$ cat config.mk
export PLATFORM = sky130hd
export DESIGN_NAME = standby_and_reset_sequencer
export DESIGN_NICKNAME = d
export VERILOG_FILES = /design/src/standby_reset_pkg.sv /design/src/standby_and_reset_sequencer.sv
export SDC_FILE = /design/constraint.sdc
export NUM_CORES = 1
export LEC_CHECK = 0
export BUFFER_PORTS_ARGS = -buffer_cell sky130_fd_sc_hd__buf_2
export CAP_MARGIN = 20
export CORE_MARGIN = 2
export CORE_UTILIZATION = 50
export DETAILED_ROUTE_END_ITERATION = 16
export PLACE_DENSITY = 0.72
export SETUP_SLACK_MARGIN = 0.2
export SYNTH_ARGS = -nofsm -noshare
export SYNTH_HDL_FRONTEND = slang
export SYNTH_SLANG_ARGS = --single-unit
export TNS_END_PERCENT = 5
$ cat constraint.sdc
create_clock -name clk -period 3.48 [get_ports clk]
set_input_delay 0.696 -clock clk [delete_from_list [all_inputs] [get_ports clk]]
set_output_delay 0.696 -clock clk [all_outputs]
set_load 0.01 [all_outputs]
$ cat src/standby_reset_pkg.sv
// Package with constants, states and carrier structs for the standby and reset sequencer.
// Contract
// Standby attribute holds none or standby.
// NACK bus START until wake latency elapses.
// Auto standby after configured bus idle time.
// Idle timeout 50 to 1600 ms, 50 ms steps.
// Host polls between wake latency and timeout; the bench polls again 14000 cycles after the first, inside the wake latency.
// Host keeps standby enabled on shared bus; the bench writes none once.
// Security detector forces latched reset state.
// Host drives reset pin from own output.
// Reset low holds reset; under 5 us ignored.
// Floating reset pin keeps device in reset.
// Qualified low pulse gives warm reset.
// Commands accepted 4.5 ms typ, 20 ms max.
// Host holds reset low before supply.
// Attribute write sets low power setting.
// Reset stays low while supply removed.
// Idle timer restarts on activity, counts awake.
// Attribute none never enters standby.
package standby_reset_pkg;

    // ------------------------------------------------------------------
    // Timing
    // ------------------------------------------------------------------
    localparam int CLK_MHZ              = 250;
    localparam int WAKE_US              = 60;
    localparam int WAKE_CYC             = WAKE_US * CLK_MHZ;
    localparam int RESET_MIN_US         = 5;
    localparam int RESET_MIN_CYC        = RESET_MIN_US * CLK_MHZ;
    localparam int ACCEPT_DELAY_US      = 4500;
    localparam int ACCEPT_DELAY_CYC     = ACCEPT_DELAY_US * CLK_MHZ;
    localparam int STEP_MS              = 50;
    localparam int STEP_CYC             = STEP_MS * 1000 * CLK_MHZ;
    localparam int STEP_MIN             = 1;
    localparam int STEP_MAX             = 32;
    localparam int CNT_W                = 32;
    localparam int STEP_W               = 6;

    // ------------------------------------------------------------------
    // Attribute values and states
    // ------------------------------------------------------------------
    localparam logic ATTR_NONE          = 1'h0;
    localparam logic ATTR_STANDBY       = 1'h1;

    typedef enum logic [2:0] {
        ST_RESET,
        ST_BOOT,
        ST_AWAKE,
        ST_STANDBY,
        ST_WAKING
    } pwr_state_t;

    typedef struct packed {
        logic             valid;
        logic             standby;
        logic [STEP_W-1:0] steps;
    } attr_write_t;

    typedef struct packed {
        pwr_state_t        state;
        logic [1:0]        rstSync;
        logic [1:0]        detSync;
        logic [CNT_W-1:0]  lowCnt;
        logic [CNT_W-1:0]  timer;
        logic [STEP_W-1:0] stepCnt;
        logic              lowPower;
        logic [STEP_W-1:0] idleSteps;
        logic              alarm;
    } seq_state_t;

endpackage

$ cat src/standby_and_reset_sequencer.sv
// Standby entry, wake-up, reset pin filter and command accept delay.
`timescale 1ns/10ps
module standby_and_reset_sequencer #(
    parameter int ACCEPT_CYC = standby_reset_pkg::ACCEPT_DELAY_CYC,
    parameter int STEP_CYCP  = standby_reset_pkg::STEP_CYC
) (
    input  wire logic                           clk,          // 250 MHz clock
    input  wire logic                           rst,          // Sync reset, active high
    input  wire logic                           resetPinN,    // Reset pin, pad pulled low
    input  wire logic                           detectorHit,  // Security detector alarm
    input  wire standby_reset_pkg::attr_write_t attrWrite,    // Attribute write strobe
    input  wire logic                           busStart,     // START seen, addressed
    input  wire logic                           busActive,    // Bus activity for device
    output logic                                startNack,    // Refuse current START
    output logic                                cmdReady,     // Commands accepted
    output logic                                inReset,      // Device held in reset
    output logic                                inStandby     // Standby or waking
);

    // ------------------------------------------------------------------
    // State
    // ------------------------------------------------------------------
    standby_reset_pkg::seq_state_t s_r;
    standby_reset_pkg::seq_state_t s_nxt;
    logic pinLow;
    logic pinReset;
    // Last legal count of the boot phase, sized to the state counter.
    localparam logic [standby_reset_pkg::CNT_W-1:0] CNT_W_ACCEPT_LAST =
        standby_reset_pkg::CNT_W'(ACCEPT_CYC - 1);

    // The pad pull-down makes a floating pin read low, so it stays in reset.
    assign pinLow   = ~s_r.rstSync[1];
    // Short lows are ignored; only a qualified width asserts reset.
    assign pinReset = pinLow && (s_r.lowCnt >= standby_reset_pkg::CNT_W'(
                      standby_reset_pkg::RESET_MIN_CYC - 1));

    always_comb begin
        s_nxt         = s_r;
        s_nxt.rstSync = {s_r.rstSync[0], resetPinN};
        s_nxt.detSync = {s_r.detSync[0], detectorHit};
        if (pinLow && !pinReset) begin
            s_nxt.lowCnt = s_r.lowCnt + 1'b1;
        end else if (!pinLow) begin
            s_nxt.lowCnt = '0;
        end
        if (attrWrite.valid) begin
            s_nxt.lowPower = attrWrite.standby;
            if (attrWrite.steps >= standby_reset_pkg::STEP_W'(standby_reset_pkg::STEP_MIN)
                && attrWrite.steps <= standby_reset_pkg::STEP_W'(standby_reset_pkg::STEP_MAX))
            begin
                s_nxt.idleSteps = attrWrite.steps;
            end
        end
        if (s_r.detSync[1]) begin
            s_nxt.alarm = 1'b1;
        end
        case (s_r.state)
            standby_reset_pkg::ST_RESET: begin
                s_nxt.timer = '0;
                if (!pinReset && !pinLow && !s_r.alarm && !s_r.detSync[1]) begin
                    s_nxt.state = standby_reset_pkg::ST_BOOT;
                end
            end
            standby_reset_pkg::ST_BOOT: begin
                s_nxt.timer = s_r.timer + 1'b1;
                if (s_r.timer >= standby_reset_pkg::CNT_W'(ACCEPT_CYC - 1)) begin
                    s_nxt.state   = standby_reset_pkg::ST_AWAKE;
                    s_nxt.timer   = '0;
                    s_nxt.stepCnt = '0;
                end
            end
            standby_reset_pkg::ST_AWAKE: begin
                if (busActive || busStart || s_r.lowPower == standby_reset_pkg::ATTR_NONE)
                begin
                    s_nxt.timer   = '0;
                    s_nxt.stepCnt = '0;
                end else if (s_r.timer >= standby_reset_pkg::CNT_W'(STEP_CYCP - 1)) begin
                    s_nxt.timer   = '0;
                    s_nxt.stepCnt = s_r.stepCnt + 1'b1;
                    if (s_r.stepCnt + 1'b1 >= s_r.idleSteps) begin
                        s_nxt.state   = standby_reset_pkg::ST_STANDBY;
                        s_nxt.stepCnt = '0;
                    end
                end else begin
                    s_nxt.timer = s_r.timer + 1'b1;
                end
            end
            standby_reset_pkg::ST_STANDBY: begin
                s_nxt.timer = '0;
                if (busStart) begin
                    s_nxt.state = standby_reset_pkg::ST_WAKING;
                end
            end
            standby_reset_pkg::ST_WAKING: begin
                s_nxt.timer = s_r.timer + 1'b1;
                if (s_r.timer >= standby_reset_pkg::CNT_W'(standby_reset_pkg::WAKE_CYC - 1))
                begin
                    s_nxt.state = standby_reset_pkg::ST_AWAKE;
                    s_nxt.timer = '0;
                end
            end
            default: begin
                s_nxt.state = standby_reset_pkg::ST_RESET;
            end
        endcase
        // Reset entry overrides everything; alarm clears only on a pin reset.
        if (pinReset) begin
            s_nxt.state = standby_reset_pkg::ST_RESET;
            s_nxt.alarm = s_r.detSync[1];
        end else if (s_r.detSync[1] || s_r.alarm) begin
            s_nxt.state = standby_reset_pkg::ST_RESET;
        end
    end

    always_ff @(posedge clk) begin
        if (rst) begin
            s_r           <= '0;
            s_r.state     <= standby_reset_pkg::ST_RESET;
            s_r.lowPower  <= standby_reset_pkg::ATTR_NONE;
            s_r.idleSteps <= standby_reset_pkg::STEP_W'(standby_reset_pkg::STEP_MIN);
        end else begin
            s_r <= s_nxt;
        end
    end

    // ------------------------------------------------------------------
    // Outputs
    // ------------------------------------------------------------------
    always_comb begin
        inReset   = (s_r.state == standby_reset_pkg::ST_RESET);
        cmdReady  = (s_r.state == standby_reset_pkg::ST_AWAKE);
        inStandby = (s_r.state == standby_reset_pkg::ST_STANDBY)
                    || (s_r.state == standby_reset_pkg::ST_WAKING);
        startNack = busStart && !cmdReady;
    end

    // ------------------------------------------------------------------
    // Assertions
    // ------------------------------------------------------------------
    // Long waits are bounded through the state counters rather than long repetitions,
    // which keeps every property cheap to evaluate at full-scale timing.
    a_nack_standby: assert property (
        @(posedge clk) disable iff (rst)
        busStart && inStandby |-> startNack
    ) else $error("START not refused");

    a_wake_time: assert property (
        @(posedge clk) disable iff (rst || pinReset || s_r.alarm)
        $rose(s_r.state == standby_reset_pkg::ST_WAKING) |-> !cmdReady [*8]
    ) else $error("woke too early");

    a_wake_bound: assert property (
        @(posedge clk) disable iff (rst)
        s_r.state == standby_reset_pkg::ST_WAKING
        |-> s_r.timer <= standby_reset_pkg::CNT_W'(standby_reset_pkg::WAKE_CYC - 1)
    ) else $error("wake counter overrun");

    a_standby_hold: assert property (
        @(posedge clk) disable iff (rst)
        s_r.state == standby_reset_pkg::ST_STANDBY && !busStart && !pinReset
        && !s_r.detSync[1] && !s_r.alarm |=> inStandby && !cmdReady
    ) else $error("left standby without START");

    a_attr_store: assert property (
        @(posedge clk) disable iff (rst)
        attrWrite.valid |=> s_r.lowPower == $past(attrWrite.standby)
    ) else $error("attribute lost");

    a_none_awake: assert property (
        @(posedge clk) disable iff (rst)
        cmdReady && s_r.lowPower == standby_reset_pkg::ATTR_NONE && !pinReset
        && !s_r.detSync[1] && !s_r.alarm |=> cmdReady
    ) else $error("left awake");

    a_none_timer: assert property (
        @(posedge clk) disable iff (rst)
        cmdReady && s_r.lowPower == standby_reset_pkg::ATTR_NONE |=> s_r.timer == '0
    ) else $error("idle timer ran with standby off");

    a_step_range: assert property (
        @(posedge clk) disable iff (rst)
        s_r.idleSteps >= standby_reset_pkg::STEP_W'(standby_reset_pkg::STEP_MIN)
        && s_r.idleSteps <= standby_reset_pkg::STEP_W'(standby_reset_pkg::STEP_MAX)
    ) else $error("bad steps");

    a_standby_entry: assert property (
        @(posedge clk) disable iff (rst)
        $rose(s_r.state == standby_reset_pkg::ST_STANDBY)
        |-> $past(s_r.lowPower) == standby_reset_pkg::ATTR_STANDBY
    ) else $error("standby without attribute");

    a_alarm_reset: assert property (
        @(posedge clk) disable iff (rst)
        s_r.detSync[1] |=> inReset
    ) else $error("alarm not reset");

    a_pin_reset: assert property (
        @(posedge clk) disable iff (rst)
        pinReset |=> inReset
    ) else $error("qualified low ignored");

    a_short_ignored: assert property (
        @(posedge clk) disable iff (rst)
        cmdReady && pinLow && !s_r.alarm && !s_r.detSync[1]
        && s_r.lowCnt < standby_reset_pkg::CNT_W'(standby_reset_pkg::RESET_MIN_CYC - 1)
        |=> !inReset
    ) else $error("short pulse reset");

    a_floating_pin: assert property (
        @(posedge clk) disable iff (rst)
        inReset && pinLow |=> inReset
    ) else $error("left reset with pin low");

    a_warm_release: assert property (
        @(posedge clk) disable iff (rst)
        inReset && !pinLow && !s_r.alarm && !s_r.detSync[1] |=> !inReset
    ) else $error("no warm reset release");

    a_boot_ready: assert property (
        @(posedge clk) disable iff (rst)
        $fell(inReset) |-> !cmdReady [*8]
    ) else $error("ready too soon");

    a_accept_bound: assert property (
        @(posedge clk) disable iff (rst)
        s_r.state == standby_reset_pkg::ST_BOOT |-> s_r.timer <= CNT_W_ACCEPT_LAST
    ) else $error("accept delay overrun");

    a_idle_restart: assert property (
        @(posedge clk) disable iff (rst)
        cmdReady && busActive |=> s_r.timer == '0
    ) else $error("no restart");

    a_idle_frozen: assert property (
        @(posedge clk) disable iff (rst)
        inReset || s_r.state == standby_reset_pkg::ST_STANDBY |=> s_r.timer == '0
    ) else $error("idle timer ran while not awake");

    c_standby: cover property (@(posedge clk) $rose(inStandby));
    c_wake: cover property (@(posedge clk) $fell(inStandby) && cmdReady);
    c_warm: cover property (@(posedge clk) $rose(inReset));
    c_ready: cover property (@(posedge clk) $rose(cmdReady));
    c_alarm: cover property (@(posedge clk) $rose(s_r.alarm));

endmodule

==> Word-level counts from Yosys, hierarchy flattened <==
Index checks and enable logic that the tools add are counted.
{ "op_classes": {"n_lt_le_gt_ge": 7, "n_eq_ne": 12, "bitwise_logic": 2, "n_addsub": 3, "mux": 20, "n_reduce_logical": 25} }
{ "ops": {"columns": ["operator", "count"], "rows": [
  ["$mux W32", 4],
  ["$pmux W32 S4", 1],
  ["$mux W38", 2],
  ["$add A32 B1 Y32 const B", 2],
  ["$ge A32 B11 Y1 const B", 1],
  ["$ge A32 B14 Y1 const B", 1],
  ["$ge A32 B21 Y1 const B", 1],
  ["$ge A32 B24 Y1 const B", 1],
  ["$mux W3", 7],
  ["$pmux W3 S5", 1],
  ["$mux W6", 2],
  ["$pmux W6 S2", 1],
  ["$ne A2 B2 Y1 const B", 4],
  ["$logic_and A1 B1 Y1", 7],
  ["$reduce_and A7 Y1", 1],
  ["$add A6 B1 Y6 const B", 1],
  ["$eq A3 B2 Y1 const B", 2],
  ["$ge A6 B1 Y1 const B", 1],
  ["$ge A6 B6 Y1", 1],
  ["$le A6 B6 Y1 const B", 1],
  ["$ne A2 B1 Y1 const B", 3],
  ["$reduce_bool A2 Y1", 3],
  ["$logic_not A1 Y1", 4],
  ["$logic_or A1 B1 Y1", 4],
  ["other kinds (11)", 13]
]} }
{ "word_totals": {"word_cells": 78, "regBits": 85} }

==> Longest topological paths before layout <==
Gate-level depths: netlist of run 1.
{ "depth": {"ltp_word": 8, "depth_mapped": 11, "ltp_nobuf": 11} }

==> Worst setup path after synthesis of run 1 <==
OpenSTA, ideal clock, no wires.
{ "synth_path": {"path_type": "reg-to-reg", "from": "register s_r[8] (netlist bit)", "to": "register s_r[11] (netlist bit)", "path_stages_with_launch": 12, "t_required_ns": 3.407, "slack_ns": 0.960, "arrival_time_ns": 2.448, "path_buffers": 0, "cell_sequence": "dfxtp_1 ha_1 nand3_1 xnor2_1 ha_1 a21o_1 a2111oi_0 inv_1 a211oi_2 nor2b_1 a21oi_1 o22ai_2"} }
{ "synth_via": {"elab_chain_len": 6} }
{ "synth_rtl": {"columns": ["item", "line", "source"], "rows": [
  ["start: declaration", "standby_and_reset_sequencer.sv:23", "standby_reset_pkg::seq_state_t s_r;"],
  ["start signal: assignment", "standby_and_reset_sequencer.sv:122", "s_r <= s_nxt;"],
  ["$add A6 B1 Y6 *", "standby_and_reset_sequencer.sv:79, standby_and_reset_sequencer.sv:80", null],
  ["$ge A6 B6 Y1", "standby_and_reset_sequencer.sv:80", "if (s_r.stepCnt + 1'b1 >= s_r.idleSteps) begin"],
  ["$mux W6 *", "standby_and_reset_sequencer.sv:80", null],
  ["$mux W6 *", "standby_and_reset_sequencer.sv:77", "end else if (s_r.timer >= standby_reset_pkg::CNT_W'(STEP_CYCP - 1)) begin"],
  ["$mux W38 *", "standby_and_reset_sequencer.sv:73", "if (busActive || busStart || s_r.lowPower == standby_reset_pkg::ATTR_NONE)"],
  ["$pmux W6 S2 *", "standby_and_reset_sequencer.sv:57", "case (s_r.state)"]
]} }
Every way passes the cells marked *; elsewhere a longest branch is shown, timed or not. The select of a mux whose other input is x is not followed.
A chain may end at the register's enable or synchronous reset.

==> Worst setup path after layout of run 1 <==
Same ends and word-level chain as after synthesis.

==> results.sh, run 1 <==
export IMPL_detailed_place_area_mm2=0.004163
export IMPL_ys_flop_type="sky130_fd_sc_hd__dfxtp_1"
export IMPL_synth_area_in_xor_xnor=0.07984
export IMPL_netlist_area_mm2=0.004059
export IMPL_die_width_um=94.10
export IMPL_routed_vias_inst=5.301
export IMPL_cell_count_post_placement=558
export IMPL_leak_pwr_uw=0.001626
export IMPL_drt_iter0_markers=112
export IMPL_yosysWarnings=0
export IMPL_critPathMaxFanout=6
export IMPL_grt_first_pass_wirelength_um=12810
export IMPL_fin_nets=493
export IMPL_syn_avg_cell_area_um2=8.921
export IMPL_cp_endpoint_kind="flip-flop"
export IMPL_floorplan_io_pins=18
export IMPL_drtAntennaViolNets=0
export IMPL_pwr_share_seq=0.574
export IMPL_cp_common_cell="sky130_fd_sc_hd__ha_1"
export IMPL_clock_power_share=0.375
export IMPL_final_setup_viol_count=0
export IMPL_starting_density=0.5199
export IMPL_hold_end="s_r[81]"
export IMPL_floorplan_die_area_mm2=0.008855
export IMPL_grt_start_max_net_pins=26
export IMPL_regToRegEndpoint="s_r[11]"
export IMPL_core_mm2=0.007807
export IMPL_netSwitchingFraction=0.2492
export IMPL_grt_overflow_total=0
export IMPL_cp_cell_sequence="ha_1 -> nand3_1 -> xnor2_1 -> ha_1 -> a21o_1 -> a2111oi_0 -> inv_1 -> a211oi_2 -> nor2b_1 -> a21oi_1 -> o22ai_2"
export IMPL_clock_tree_root_cell="sky130_fd_sc_hd__clkbuf_8"
export IMPL_register_area_mm2=0.001702
export IMPL_power_share_combinational=0.051
export IMPL_fp_dieH_um=94.10
export IMPL_cts_clk_slew_worst_paths_ns=0.09
export IMPL_core_rowCount=32
export IMPL_async_flop_share=0
export IMPL_power_per_cell_area_mw_per_mm2=400.9
export IMPL_final_hold_violation_count=0
export IMPL_cts_root_to_sink_buffers=2
export IMPL_synth_adder_area_share=0.03699
export IMPL_synthSimpleGateAreaFrac=0.3064
export IMPL_post_cts_resized_instances=0
export IMPL_worstHoldStart="s_nxt[81]"
export IMPL_finish_cell_count_without_fillers=574
export IMPL_finalWeightedCongestion=0.8109
export IMPL_rsz_0062_raised_after_global_routing="no"
export IMPL_routedWlPerCell_um=12.88
export IMPL_irDropWorstVdd_mv=0.2976
export IMPL_critical_path_reg2reg_startpoint="s_r[8]"
export IMPL_skew_ns=0.01100
export IMPL_critical_path_class="flip-flop to flip-flop"
export IMPL_max_slew_worst_pin_slew_ns=0.8884
export IMPL_final_cycle_utilization_of_the_critical_path=0.8117
export IMPL_maxSlewViolCount=0
export IMPL_final_period_minus_worst_setup_slack_ns=2.825
export IMPL_h_tree_depth=3
export IMPL_combinational_family_with_the_most_area_after_synthesis="simple AND/OR/NAND/NOR gates"
export IMPL_post_synth_net_total=481
export IMPL_synthesis_instances=455
export IMPL_hpwl_after_detailed_placement_um=5270
export IMPL_cts_tree="yes"
export IMPL_maxCapViolCount=0
export IMPL_cts_post_setup_buffers_inserted=0
export IMPL_synth_compound_area_share=0.09957
export IMPL_reg2reg_depth=11
export IMPL_overall_via_count_from_detail_route=3043
export IMPL_post_route_cells_drive_above_1_share=0.1271
export IMPL_first_global_vias=2907
export IMPL_crit_path_max_cell_delay_ns=0.40
export IMPL_detail_route_wirelength_um=7392
export IMPL_cts_buffers_inserted=9
export IMPL_clock_insertion_delay_worst_skew_ns=0.36
export IMPL_final_hold_worst_slack_ns=0.4381
export IMPL_critical_path_slowest_cell="sky130_fd_sc_hd__dfxtp_1"
export IMPL_ff_latch_count_synth=85
export IMPL_timing_critical_path_arrival_ns=3.12
export IMPL_postLayoutCellArea_mm2=0.004347
export IMPL_clock_sink_count=85
export IMPL_internal_power_uw=1308
export IMPL_slew_headroom=0.4055
export IMPL_power_switching_uw=434.3
export IMPL_global_route_total_usage_across_every_layer=0.1816
export IMPL_clock_fmax_ghz=0.3540
export IMPL_setup_total_neg_slack_ns=0
export IMPL_status="finished, final reports clean"
export IMPL_cts_hold_buffers_added=0
export IMPL_antenna_cells_inserted=0
export IMPL_synth_cell_types=60
export IMPL_grt_antenna_before_repair=0
export IMPL_fill_cells=713
export IMPL_r2r_setup_slack_ns=0.66
export IMPL_drtPass1Iterations=4
export IMPL_min_delay_path_depth=1
export IMPL_synth_yosys_seq_area_share=0.4192
export IMPL_synth_mux_area_frac=0.01726
export IMPL_start_kind="flip-flop"
export IMPL_detail_route_drc_violations=0
export IMPL_multiInputGateArea_mm2=0.002192
export IMPL_synth_edff_count=0
export IMPL_area_added_between_synthesis_and_finish_pct=7.090
export IMPL_critical_path_data_required_time_ns=3.78
export IMPL_place_port_buffers=17
export IMPL_worstHoldPathType="flip-flop to flip-flop"
kinds of logic after synthesis:
kind of cell | after synthesis
DFF | 85
AOI/OAI and AO/OA | 55
and+or+nand+nor | 228
adders and majority gates | 12
muxes | 7
xor gates and xnor gates | 37
buffers and inverters | 31
worst max-delay path: cells and delay by family (launching register included):
family	cells	cell delay [ns]
buffers and inverters	1	0.11
flip-flops	1	0.40
adder cells (fa/ha/maj)	2	0.52
XOR/XNOR	1	0.20
AO/OA/AOI/OAI	5	1.18
AND/OR/NAND/NOR	2	0.33
cells in the mapped netlist (all sizes together), types with 2 or more instances:
| library cell | number | area, um^2 |
|---|---|---|
| or2 | 3 | 18.77 |
| or3 | 2 | 12.51 |
| inv | 15 | 56.30 |
| nand2 | 40 | 150.1 |
| nor2 | 65 | 281.5 |
| o2111ai | 2 | 17.52 |
| dfxtp | 85 | 1702 |
| nor2b | 11 | 68.82 |
| xnor2 | 17 | 148.9 |
| nand2b | 5 | 31.28 |
| nand4 | 15 | 93.84 |
| nor3 | 9 | 61.31 |
| nand3b | 7 | 52.55 |
| o221ai | 2 | 17.52 |
| ha | 12 | 150.1 |
| clkbuf | 6 | 22.52 |
| a211oi | 3 | 32.53 |
| o21ai | 14 | 70.07 |
| xor2 | 20 | 175.2 |
| and3 | 10 | 67.56 |
| o22ai | 2 | 18.77 |
| a21oi | 16 | 80.08 |
| o211ai | 2 | 20.02 |
| and2b | 3 | 22.52 |
| buf | 10 | 86.32 |
| nor4 | 8 | 65.06 |
| and2 | 27 | 168.9 |
| a21o | 3 | 22.52 |
| nand3 | 18 | 95.09 |
| mux2i | 7 | 70.07 |
power groups by stage:
| stage | clock [uW] | combinational, uW | sequential [uW] |
|---|---|---|---|
| floorplan | 0 | 74.9 | 1020 |
| global placement | 0 | 87.7 | 1020 |
| detailed placement | 0 | 89.4 | 1020 |
| CTS | 670 | 90.0 | 999 |
| global route | 713 | 101 | 1000 |
| finish | 654 | 89.0 | 999 |
how the worst max path moves through the flow:
stage                       from  endpoint  slack, ns  cells after the start
final                     s_r[8]   s_r[11]       0.66                     11
after global routing      s_r[8]   s_r[11]       0.34                     11
after CTS                 s_r[8]   s_r[11]       0.62                     11
after detailed placement  s_r[8]   s_r[11]       0.65                     11
after global placement    s_r[8]   s_r[11]       0.79                     11
after floorplan           s_r[8]   s_r[11]       0.96                     11
final cells by class:
type                    instances  share of cell area
repair buffers                 17             0.01957
inverters                      15             0.01295
multi-input cells             339              0.5043
flip-flops and latches         85              0.3915
clock buffers                  11             0.03253
well taps                     102             0.02936
clock inverters                 5            0.009787
placed cells by master, fill, tap and decap left out, types with 15 or more instances in the layout:
cell type	Yosys	final
sky130_fd_sc_hd__a21oi_1	16	16
sky130_fd_sc_hd__and2_1	27	27
sky130_fd_sc_hd__buf_2	3	17
sky130_fd_sc_hd__dfxtp_1	85	85
sky130_fd_sc_hd__inv_1	15	15
sky130_fd_sc_hd__nand2_1	40	40
sky130_fd_sc_hd__nand3_1	17	17
sky130_fd_sc_hd__nand4_1	15	15
sky130_fd_sc_hd__nor2_1	52	52
sky130_fd_sc_hd__xnor2_1	17	17
sky130_fd_sc_hd__xor2_1	20	20
routing by layer:
layer  track usage  wire [um]  share of wire  vias to the layer above
met5             0          0              0                        -
met4       0.08092        193          0.026                        0
met3       0.04254        298          0.040                       16
met2        0.2929       3202           0.43                       51
met1        0.2307       3698           0.50                     1385
li1              -          -              -                     1591
metrics by stage:
step / util / setup WS, ns / total power [uW]
6_report: 0.5567 / 0.6554 / 1743
5_1_grt: 0.5567 / 0.3398 / 1817
4_1_cts: 0.5567 / 0.6185 / 1760
3_5_place_dp: 0.5332 / 0.6486 / 1112
3_3_place_gp: 0.5332 / 0.7940 / 1109
2_1_floorplan: - / 0.9597 / 1090
flip-flops by register name (all words and copies together) (netlist names):
register	count
s_r	83
s_nxt	2
Power figures use the tool's default switching activity.
==> run 2: changes to the inputs <==
clock period = 2.85 ns   (was 3.48 ns; I/O delays follow)
==> run 2 against run 1 <==
  * Global-route usage increased by 0.84 points
  * Largest cell class unchanged
  * Register-to-register slack got worse by 0.36 ns
  * Die area stayed put
  * Sequential power up 22%
  * Clock-buffer cell count is 2 lower
  * Power increased by 27%
  * Critical path depth fell by 1
  * Non-clock buffer count increased by 5
  * Setup slack got worse by 0.36 ns
  * Fmax rose by 11%
  * Highest routed layer unchanged
  * Critical endpoint unchanged
  * Combinational power is 27% higher
  * Largest power group unchanged
==> results.sh, run 2 (same netlist as run 1, synthesis figures left out) <==
export IMPL_status="finished, final reports clean"
export IMPL_antenna_cells_inserted=0
export IMPL_clock_fmax_ghz=0.3921
export IMPL_crit_path_end="s_r[11]"
export IMPL_post_place_ws_ns=0.1383
export IMPL_overall_via_count_from_detail_route=3067
export IMPL_core_rowCount=32
export IMPL_power_per_cell_area_mw_per_mm2=498.7
export IMPL_timing_critical_path_arrival_ns=2.85
export IMPL_layout_common_cells="sky130_fd_sc_hd__dfxtp_1 (82), sky130_fd_sc_hd__nor2_1 (52), sky130_fd_sc_hd__nand2_1 (40), sky130_fd_sc_hd__and2_1 (27), sky130_fd_sc_hd__xor2_1 (20)"
export IMPL_irDropWorstVdd_mv=0.3925
export IMPL_critical_path_class="flip-flop to flip-flop"
export IMPL_reg2reg_depth=10
export IMPL_clock_power_share=0.399
export IMPL_pwr_share_seq=0.550
export IMPL_final_setup_viol_count=0
export IMPL_power_switching_uw=551.7
export IMPL_critical_path_buf_inv_count=1
export IMPL_maxCapViolCount=0
export IMPL_floorplan_io_pins=18
export IMPL_grt_overflow_total=0
export IMPL_netSwitchingFraction=0.2491
export IMPL_worstHoldPathType="primary input to flip-flop"
export IMPL_r2r_setup_slack_ns=0.30
export IMPL_maxSlewViolCount=0
export IMPL_cts_clk_slew_worst_paths_ns=0.10
export IMPL_power_share_combinational=0.051
export IMPL_floorplan_die_area_mm2=0.008855
export IMPL_detail_route_wirelength_um=7560
export IMPL_fill_cells=678
export IMPL_postLayoutCellArea_mm2=0.004441
export IMPL_final_hold_violation_count=0
export IMPL_core_mm2=0.007807
export IMPL_critical_path_reg2reg_startpoint="s_r[10]"
export IMPL_routedWlPerCell_um=13.06
export IMPL_path_delay_family="compound AO/OA/AOI/OAI gates"
export IMPL_multiInputGateArea_mm2=0.002221
export IMPL_slew_headroom=0.6655
export IMPL_largest_reg_flops=83
export IMPL_routed_vias_inst=5.297
export IMPL_skew_ns=0.01784
export IMPL_grt_start_max_net_pins=26
export IMPL_final_period_minus_worst_setup_slack_ns=2.550
export IMPL_detailed_place_area_mm2=0.004193
export IMPL_register_area_mm2=0.001710
export IMPL_area_added_between_synthesis_and_finish_pct=9.402
export IMPL_clock_insertion_delay_worst_skew_ns=0.36
export IMPL_start_kind="flip-flop"
export IMPL_drt_iter0_markers=123
export IMPL_grt_first_pass_wirelength_um=13430
export IMPL_critical_path_slowest_cell="sky130_fd_sc_hd__dfxtp_4"
export IMPL_cts_buffers_inserted=9
export IMPL_h_tree_depth=3
export IMPL_cts_tree="yes"
export IMPL_timing_final_ws_setup_ns=0.2996
export IMPL_critPathMaxFanout=6
export IMPL_top_register="s_r"
export IMPL_global_route_total_usage_across_every_layer=0.1900
export IMPL_drtPass1Iterations=4
export IMPL_grt_antenna_before_repair=0
export IMPL_place_port_buffers=17
export IMPL_rsz_0062_raised_after_global_routing="no"
export IMPL_cp_cell_sequence="nand3_1 -> nor2_1 -> xor2_1 -> ha_1 -> a2111oi_2 -> inv_1 -> a211oi_2 -> nor2b_2 -> a21oi_1 -> o22ai_2"
export IMPL_internal_power_uw=1663
export IMPL_first_global_vias=2927
export IMPL_detail_route_drc_violations=0
export IMPL_clock_tree_root_cell="sky130_fd_sc_hd__clkbuf_8"
export IMPL_leak_pwr_uw=0.001671
export IMPL_post_route_cells_drive_above_1_share=0.1530
export IMPL_crit_path_launch="s_r[10]"
export IMPL_fin_nets=498
export IMPL_drtAntennaViolNets=0
export IMPL_final_cycle_utilization_of_the_critical_path=0.8949
export IMPL_cp_endpoint_kind="flip-flop"
export IMPL_die_width_um=94.10
export IMPL_commonest_non_fill_non_tap_cell_in_the_layout="sky130_fd_sc_hd__dfxtp_1"
export IMPL_regToRegEndpoint="s_r[11]"
export IMPL_crit_path_max_cell_delay_ns=0.38
export IMPL_cts_root_to_sink_buffers=2
export IMPL_starting_density=0.5199
export IMPL_fp_dieH_um=94.10
export IMPL_setup_total_neg_slack_ns=0
export IMPL_finalWeightedCongestion=0.7961
export IMPL_max_slew_worst_pin_slew_ns=0.5002
export IMPL_cp_depth=10
export IMPL_hpwl_after_detailed_placement_um=5383
export IMPL_critical_path_data_required_time_ns=3.15
export IMPL_clock_sink_count=85
## run 2: cell count changes in the layout (fill, tap and decap cells not counted), sizes merged
cell	change
bufinv	+1
buf	+5
clkinv	+2
clkinvlp	-1
clkbuf	-2
## run 2: layout make-up
class	instances	share of cell area
multi-input cells	339	0.5001
clock buffers	9	0.02790
well taps	102	0.02874
inverters	15	0.01268
repair buffers	22	0.02761
flip-flops and latches	85	0.3852
clock inverters	7	0.01775
## run 2: power groups by stage
| stage | clock network [uW] | registers (uW) | logic, uW |
|---|---|---|---|
| after floorplan | 0 | 1240 | 91.4 |
| after global placement | 0 | 1250 | 109 |
| after detailed placement | 0 | 1250 | 114 |
| after CTS | 905 | 1220 | 114 |
| after global routing | 955 | 1220 | 128 |
| final | 884 | 1220 | 113 |
## run 2: per-stage QoR
stage,total power [uW],hold WS [ns],cells,utilization
6_report,2215,0.4319,579,0.5688
2_1_floorplan,1331,0.4138,455,-
4_1_cts,2239,0.4089,579,0.5639
3_3_place_gp,1357,0.4205,562,0.5370
3_5_place_dp,1361,0.4301,562,0.5370
5_1_grt,2306,0.4126,579,0.5688
## run 2: worst register-to-register path, delay by kind of cell, from the launching register on
family	cells	cell delay (ns)
compound gates	4	0.88
simple gates	3	0.52
flops	1	0.38
fa+ha+maj	1	0.32
xor+xnor	1	0.27
buf+inv	1	0.12
## run 2: how the worst min path moves through the flow
stage,slack (ns),depth (start not counted),startpoint,to
2_1_floorplan,0.41,1,s_nxt[79],s_r[79]
3_3_place_gp,0.42,1,s_nxt[81],s_r[81]
3_5_place_dp,0.43,1,s_nxt[81],s_r[81]
4_1_cts,0.41,2,resetPinN,s_nxt[81]
5_1_grt,0.41,2,resetPinN,s_nxt[81]
6_report,0.43,2,resetPinN,s_nxt[81]
## run 2: what timing repair did
item | 4_1_cts | 5_1_grt
pin swaps | 1 | 4
hold buffers | 0 | 0
endpoints found under the setup margin | 4 | 8
hold endpoints to repair | 0 | 0
gates resized for setup | 0 | 12
setup buffers | 1 | 0
## run 2: metal layers
metal,global-route usage,vias to the layer above,wire length (um)
met1,0.2450,1415,3673
li1,-,1592,-
met3,0.04334,7,273
met4,0.06401,0,78
met2,0.3131,53,3534
met5,0,-,0
==> run 3: changes to the inputs <==
==> constraint.sdc (replaced) <==
create_clock -name clk -period 2.8 [get_ports clk]
set_input_delay 0.56 -clock clk [delete_from_list [all_inputs] [get_ports clk]]
set_output_delay 0.56 -clock clk [all_outputs]
set_load 0.05 [all_outputs]
==> run 3 against run 2 <==
  * Sequential share of layout area shrank 0.46 points
  * Fmax increased by 2.7%
  * Setup slack better by 0.016 ns
  * Via count rose by 2.0%
  * Die area unchanged
  * Critical path depth rose by 1
  * Final cell count increased by 0.35%
  * Critical endpoint is now s_r[10]
==> results.sh, run 3 (same netlist as run 1, synthesis figures left out) <==
export IMPL_status="finished, final reports clean"
export IMPL_final_setup_viol_count=0
export IMPL_finalCoreUtilization=0.5736
export IMPL_hpwl_after_detailed_placement_um=5471
export IMPL_report_power_total_uw=2230
export IMPL_crit_path_launch="s_r[8]"
export IMPL_regToRegEndpoint="s_r[10]"
export IMPL_floorplan_io_pins=18
export IMPL_drtPass1Iterations=4
export IMPL_critPathMaxFanout=4
export IMPL_grt_overflow_total=0
export IMPL_place_port_buffers=17
export IMPL_critical_path_buf_inv_count=1
export IMPL_layout_common_cells="sky130_fd_sc_hd__dfxtp_1 (83), sky130_fd_sc_hd__nor2_1 (51), sky130_fd_sc_hd__nand2_1 (40), sky130_fd_sc_hd__and2_1 (27), sky130_fd_sc_hd__xor2_1 (20)"
export IMPL_core_rowCount=32
export IMPL_detail_route_wirelength_um=7713
export IMPL_max_slew_worst_pin_slew_ns=0.4966
export IMPL_grt_antenna_before_repair=0
export IMPL_hold_end="s_nxt[81]"
export IMPL_maxSlewViolCount=0
export IMPL_skew_ns=0.01094
export IMPL_timing_final_ws_setup_ns=0.3159
export IMPL_rsz_0062_raised_after_global_routing="no"
export IMPL_post_route_cells_drive_above_1_share=0.1587
export IMPL_global_route_total_usage_across_every_layer=0.1906
export IMPL_reg2reg_depth=11
export IMPL_floorplan_die_area_mm2=0.008855
export IMPL_leak_pwr_uw=0.001680
export IMPL_first_global_vias=2980
export IMPL_final_period_minus_worst_setup_slack_ns=2.484
export IMPL_post_place_ws_ns=0.04194
export IMPL_global_route_usage_met2=0.3125
export IMPL_finalWeightedCongestion=0.7941
export IMPL_maxCapViolCount=0
export IMPL_fp_dieH_um=94.10
export IMPL_irDropWorstVdd_mv=0.2682
export IMPL_drtAntennaViolNets=0
export IMPL_clock_tree_root_cell="sky130_fd_sc_hd__clkbuf_8"
export IMPL_fin_nets=500
export IMPL_top_register="s_r"
export IMPL_antenna_cells_inserted=0
export IMPL_slew_headroom=0.6654
export IMPL_die_width_um=94.10
export IMPL_final_hold_violation_count=0
export IMPL_largest_reg_flops=83
export IMPL_area_added_between_synthesis_and_finish_pct=10.33
export IMPL_worstHoldPathType="primary input to flip-flop"
export IMPL_path_delay_family="compound AO/OA/AOI/OAI gates"
export IMPL_final_cycle_utilization_of_the_critical_path=0.8872
export IMPL_grt_start_max_net_pins=26
export IMPL_cts_clk_slew_worst_paths_ns=0.10
export IMPL_cts_hold_buffers_added=0
export IMPL_critical_path_slowest_cell="sky130_fd_sc_hd__dfxtp_2"
export IMPL_core_mm2=0.007807
export IMPL_routedWlPerCell_um=13.28
export IMPL_clock_fmax_ghz=0.4026
export IMPL_critical_path_reg2reg_startpoint="s_r[8]"
export IMPL_met3_usage=0.03612
export IMPL_setup_total_neg_slack_ns=0
export IMPL_clock_insertion_delay_worst_skew_ns=0.36
export IMPL_min_delay_path_depth=2
export IMPL_h_tree_depth=3
export IMPL_routed_vias_inst=5.386
export IMPL_grt_met1_usage=0.2492
export IMPL_cts_buffers_inserted=9
export IMPL_timing_critical_path_arrival_ns=2.79
export IMPL_starting_density=0.5199
export IMPL_critical_path_class="flip-flop to flip-flop"
export IMPL_most_congested_layer_reported_by_global_routing="met2"
export IMPL_detail_route_drc_violations=0
export IMPL_start_kind="flip-flop"
export IMPL_cts_tree="yes"
export IMPL_worstHoldStart="resetPinN"
export IMPL_critical_path_data_required_time_ns=3.10
export IMPL_commonest_non_fill_non_tap_cell_in_the_layout="sky130_fd_sc_hd__dfxtp_1"
export IMPL_crit_path_max_cell_delay_ns=0.37
export IMPL_cp_endpoint_kind="flip-flop"
export IMPL_cts_root_to_sink_buffers=2
export IMPL_drt_iter0_markers=133
export IMPL_clock_sink_count=85
export IMPL_grt_first_pass_wirelength_um=13550
export IMPL_cp_common_cell="sky130_fd_sc_hd__nand3_1"
export IMPL_cp_cell_sequence="ha_4 -> nand3_1 -> xnor2_2 -> ha_1 -> a21o_1 -> a2111oi_2 -> inv_1 -> a211oi_4 -> nor2b_4 -> nand3b_1 -> nand3_1"
export IMPL_power_per_cell_area_mw_per_mm2=498.0
export IMPL_r2r_setup_slack_ns=0.32
export IMPL_overall_via_count_from_detail_route=3129
export IMPL_fill_cells=688
run 3: worst max path at each step:
stage                     depth (start not counted)       to
final                                            11  s_r[10]
after global routing                             11  s_r[10]
after CTS                                        11  s_r[11]
after detailed placement                         11  s_r[11]
after global placement                           11  s_r[11]
after floorplan                                  11  s_r[11]
run 3: stage by stage:
stage          instances  area (um^2)  hold WS (ns)
3_3_place_gp         564         4208        0.4197
3_5_place_dp         564         4208        0.4294
6_report             581         4478        0.4158
4_1_cts              581         4452        0.4027
5_1_grt              581         4478        0.4395
2_1_floorplan        455         4059        0.4138
run 3: cell type report:
| cell class | count | area, um^2 | area share |
|---|---|---|---|
| multi-input combinational | 339 | 2252 | 0.5029 |
| sequential | 85 | 1704 | 0.3806 |
| timing repair buffer | 24 | 137.6 | 0.03073 |
| tap | 102 | 127.6 | 0.02850 |
| clock buffer | 9 | 123.9 | 0.02766 |
| clock inverter | 7 | 76.32 | 0.01704 |
| inverter | 15 | 56.30 | 0.01257 |
run 3: worst register-to-register path: cells and delay by family (launching register included):
kind | cells | cell delay, ns
compound gates | 3 | 0.76
xor+xnor | 1 | 0.17
fa+ha+maj | 2 | 0.46
buf+inv | 1 | 0.13
flops | 1 | 0.37
simple gates | 4 | 0.54
run 3: report_power, final:
part | internal [uW] | total (uW) | switching (uW) | leakage (uW)
Combinational | 51.9 | 130 | 78.5 | 0.000890
Clock | 353 | 858 | 505 | 0.000102
Sequential | 1220 | 1240 | 19.0 | 0.000688
run 3: metal layers:
layer,part of all wire,up-vias
li1,-,1599
met2,0.47,50
met1,0.49,1473
met4,0.014,0
met5,0,-
met3,0.032,7
run 3: timing repair:
action | CTS | global route
setup endpoints to repair | 4 | 8
pin swaps | 1 | 0
setup buffers | 1 | 0
resized for setup | 7 | 5
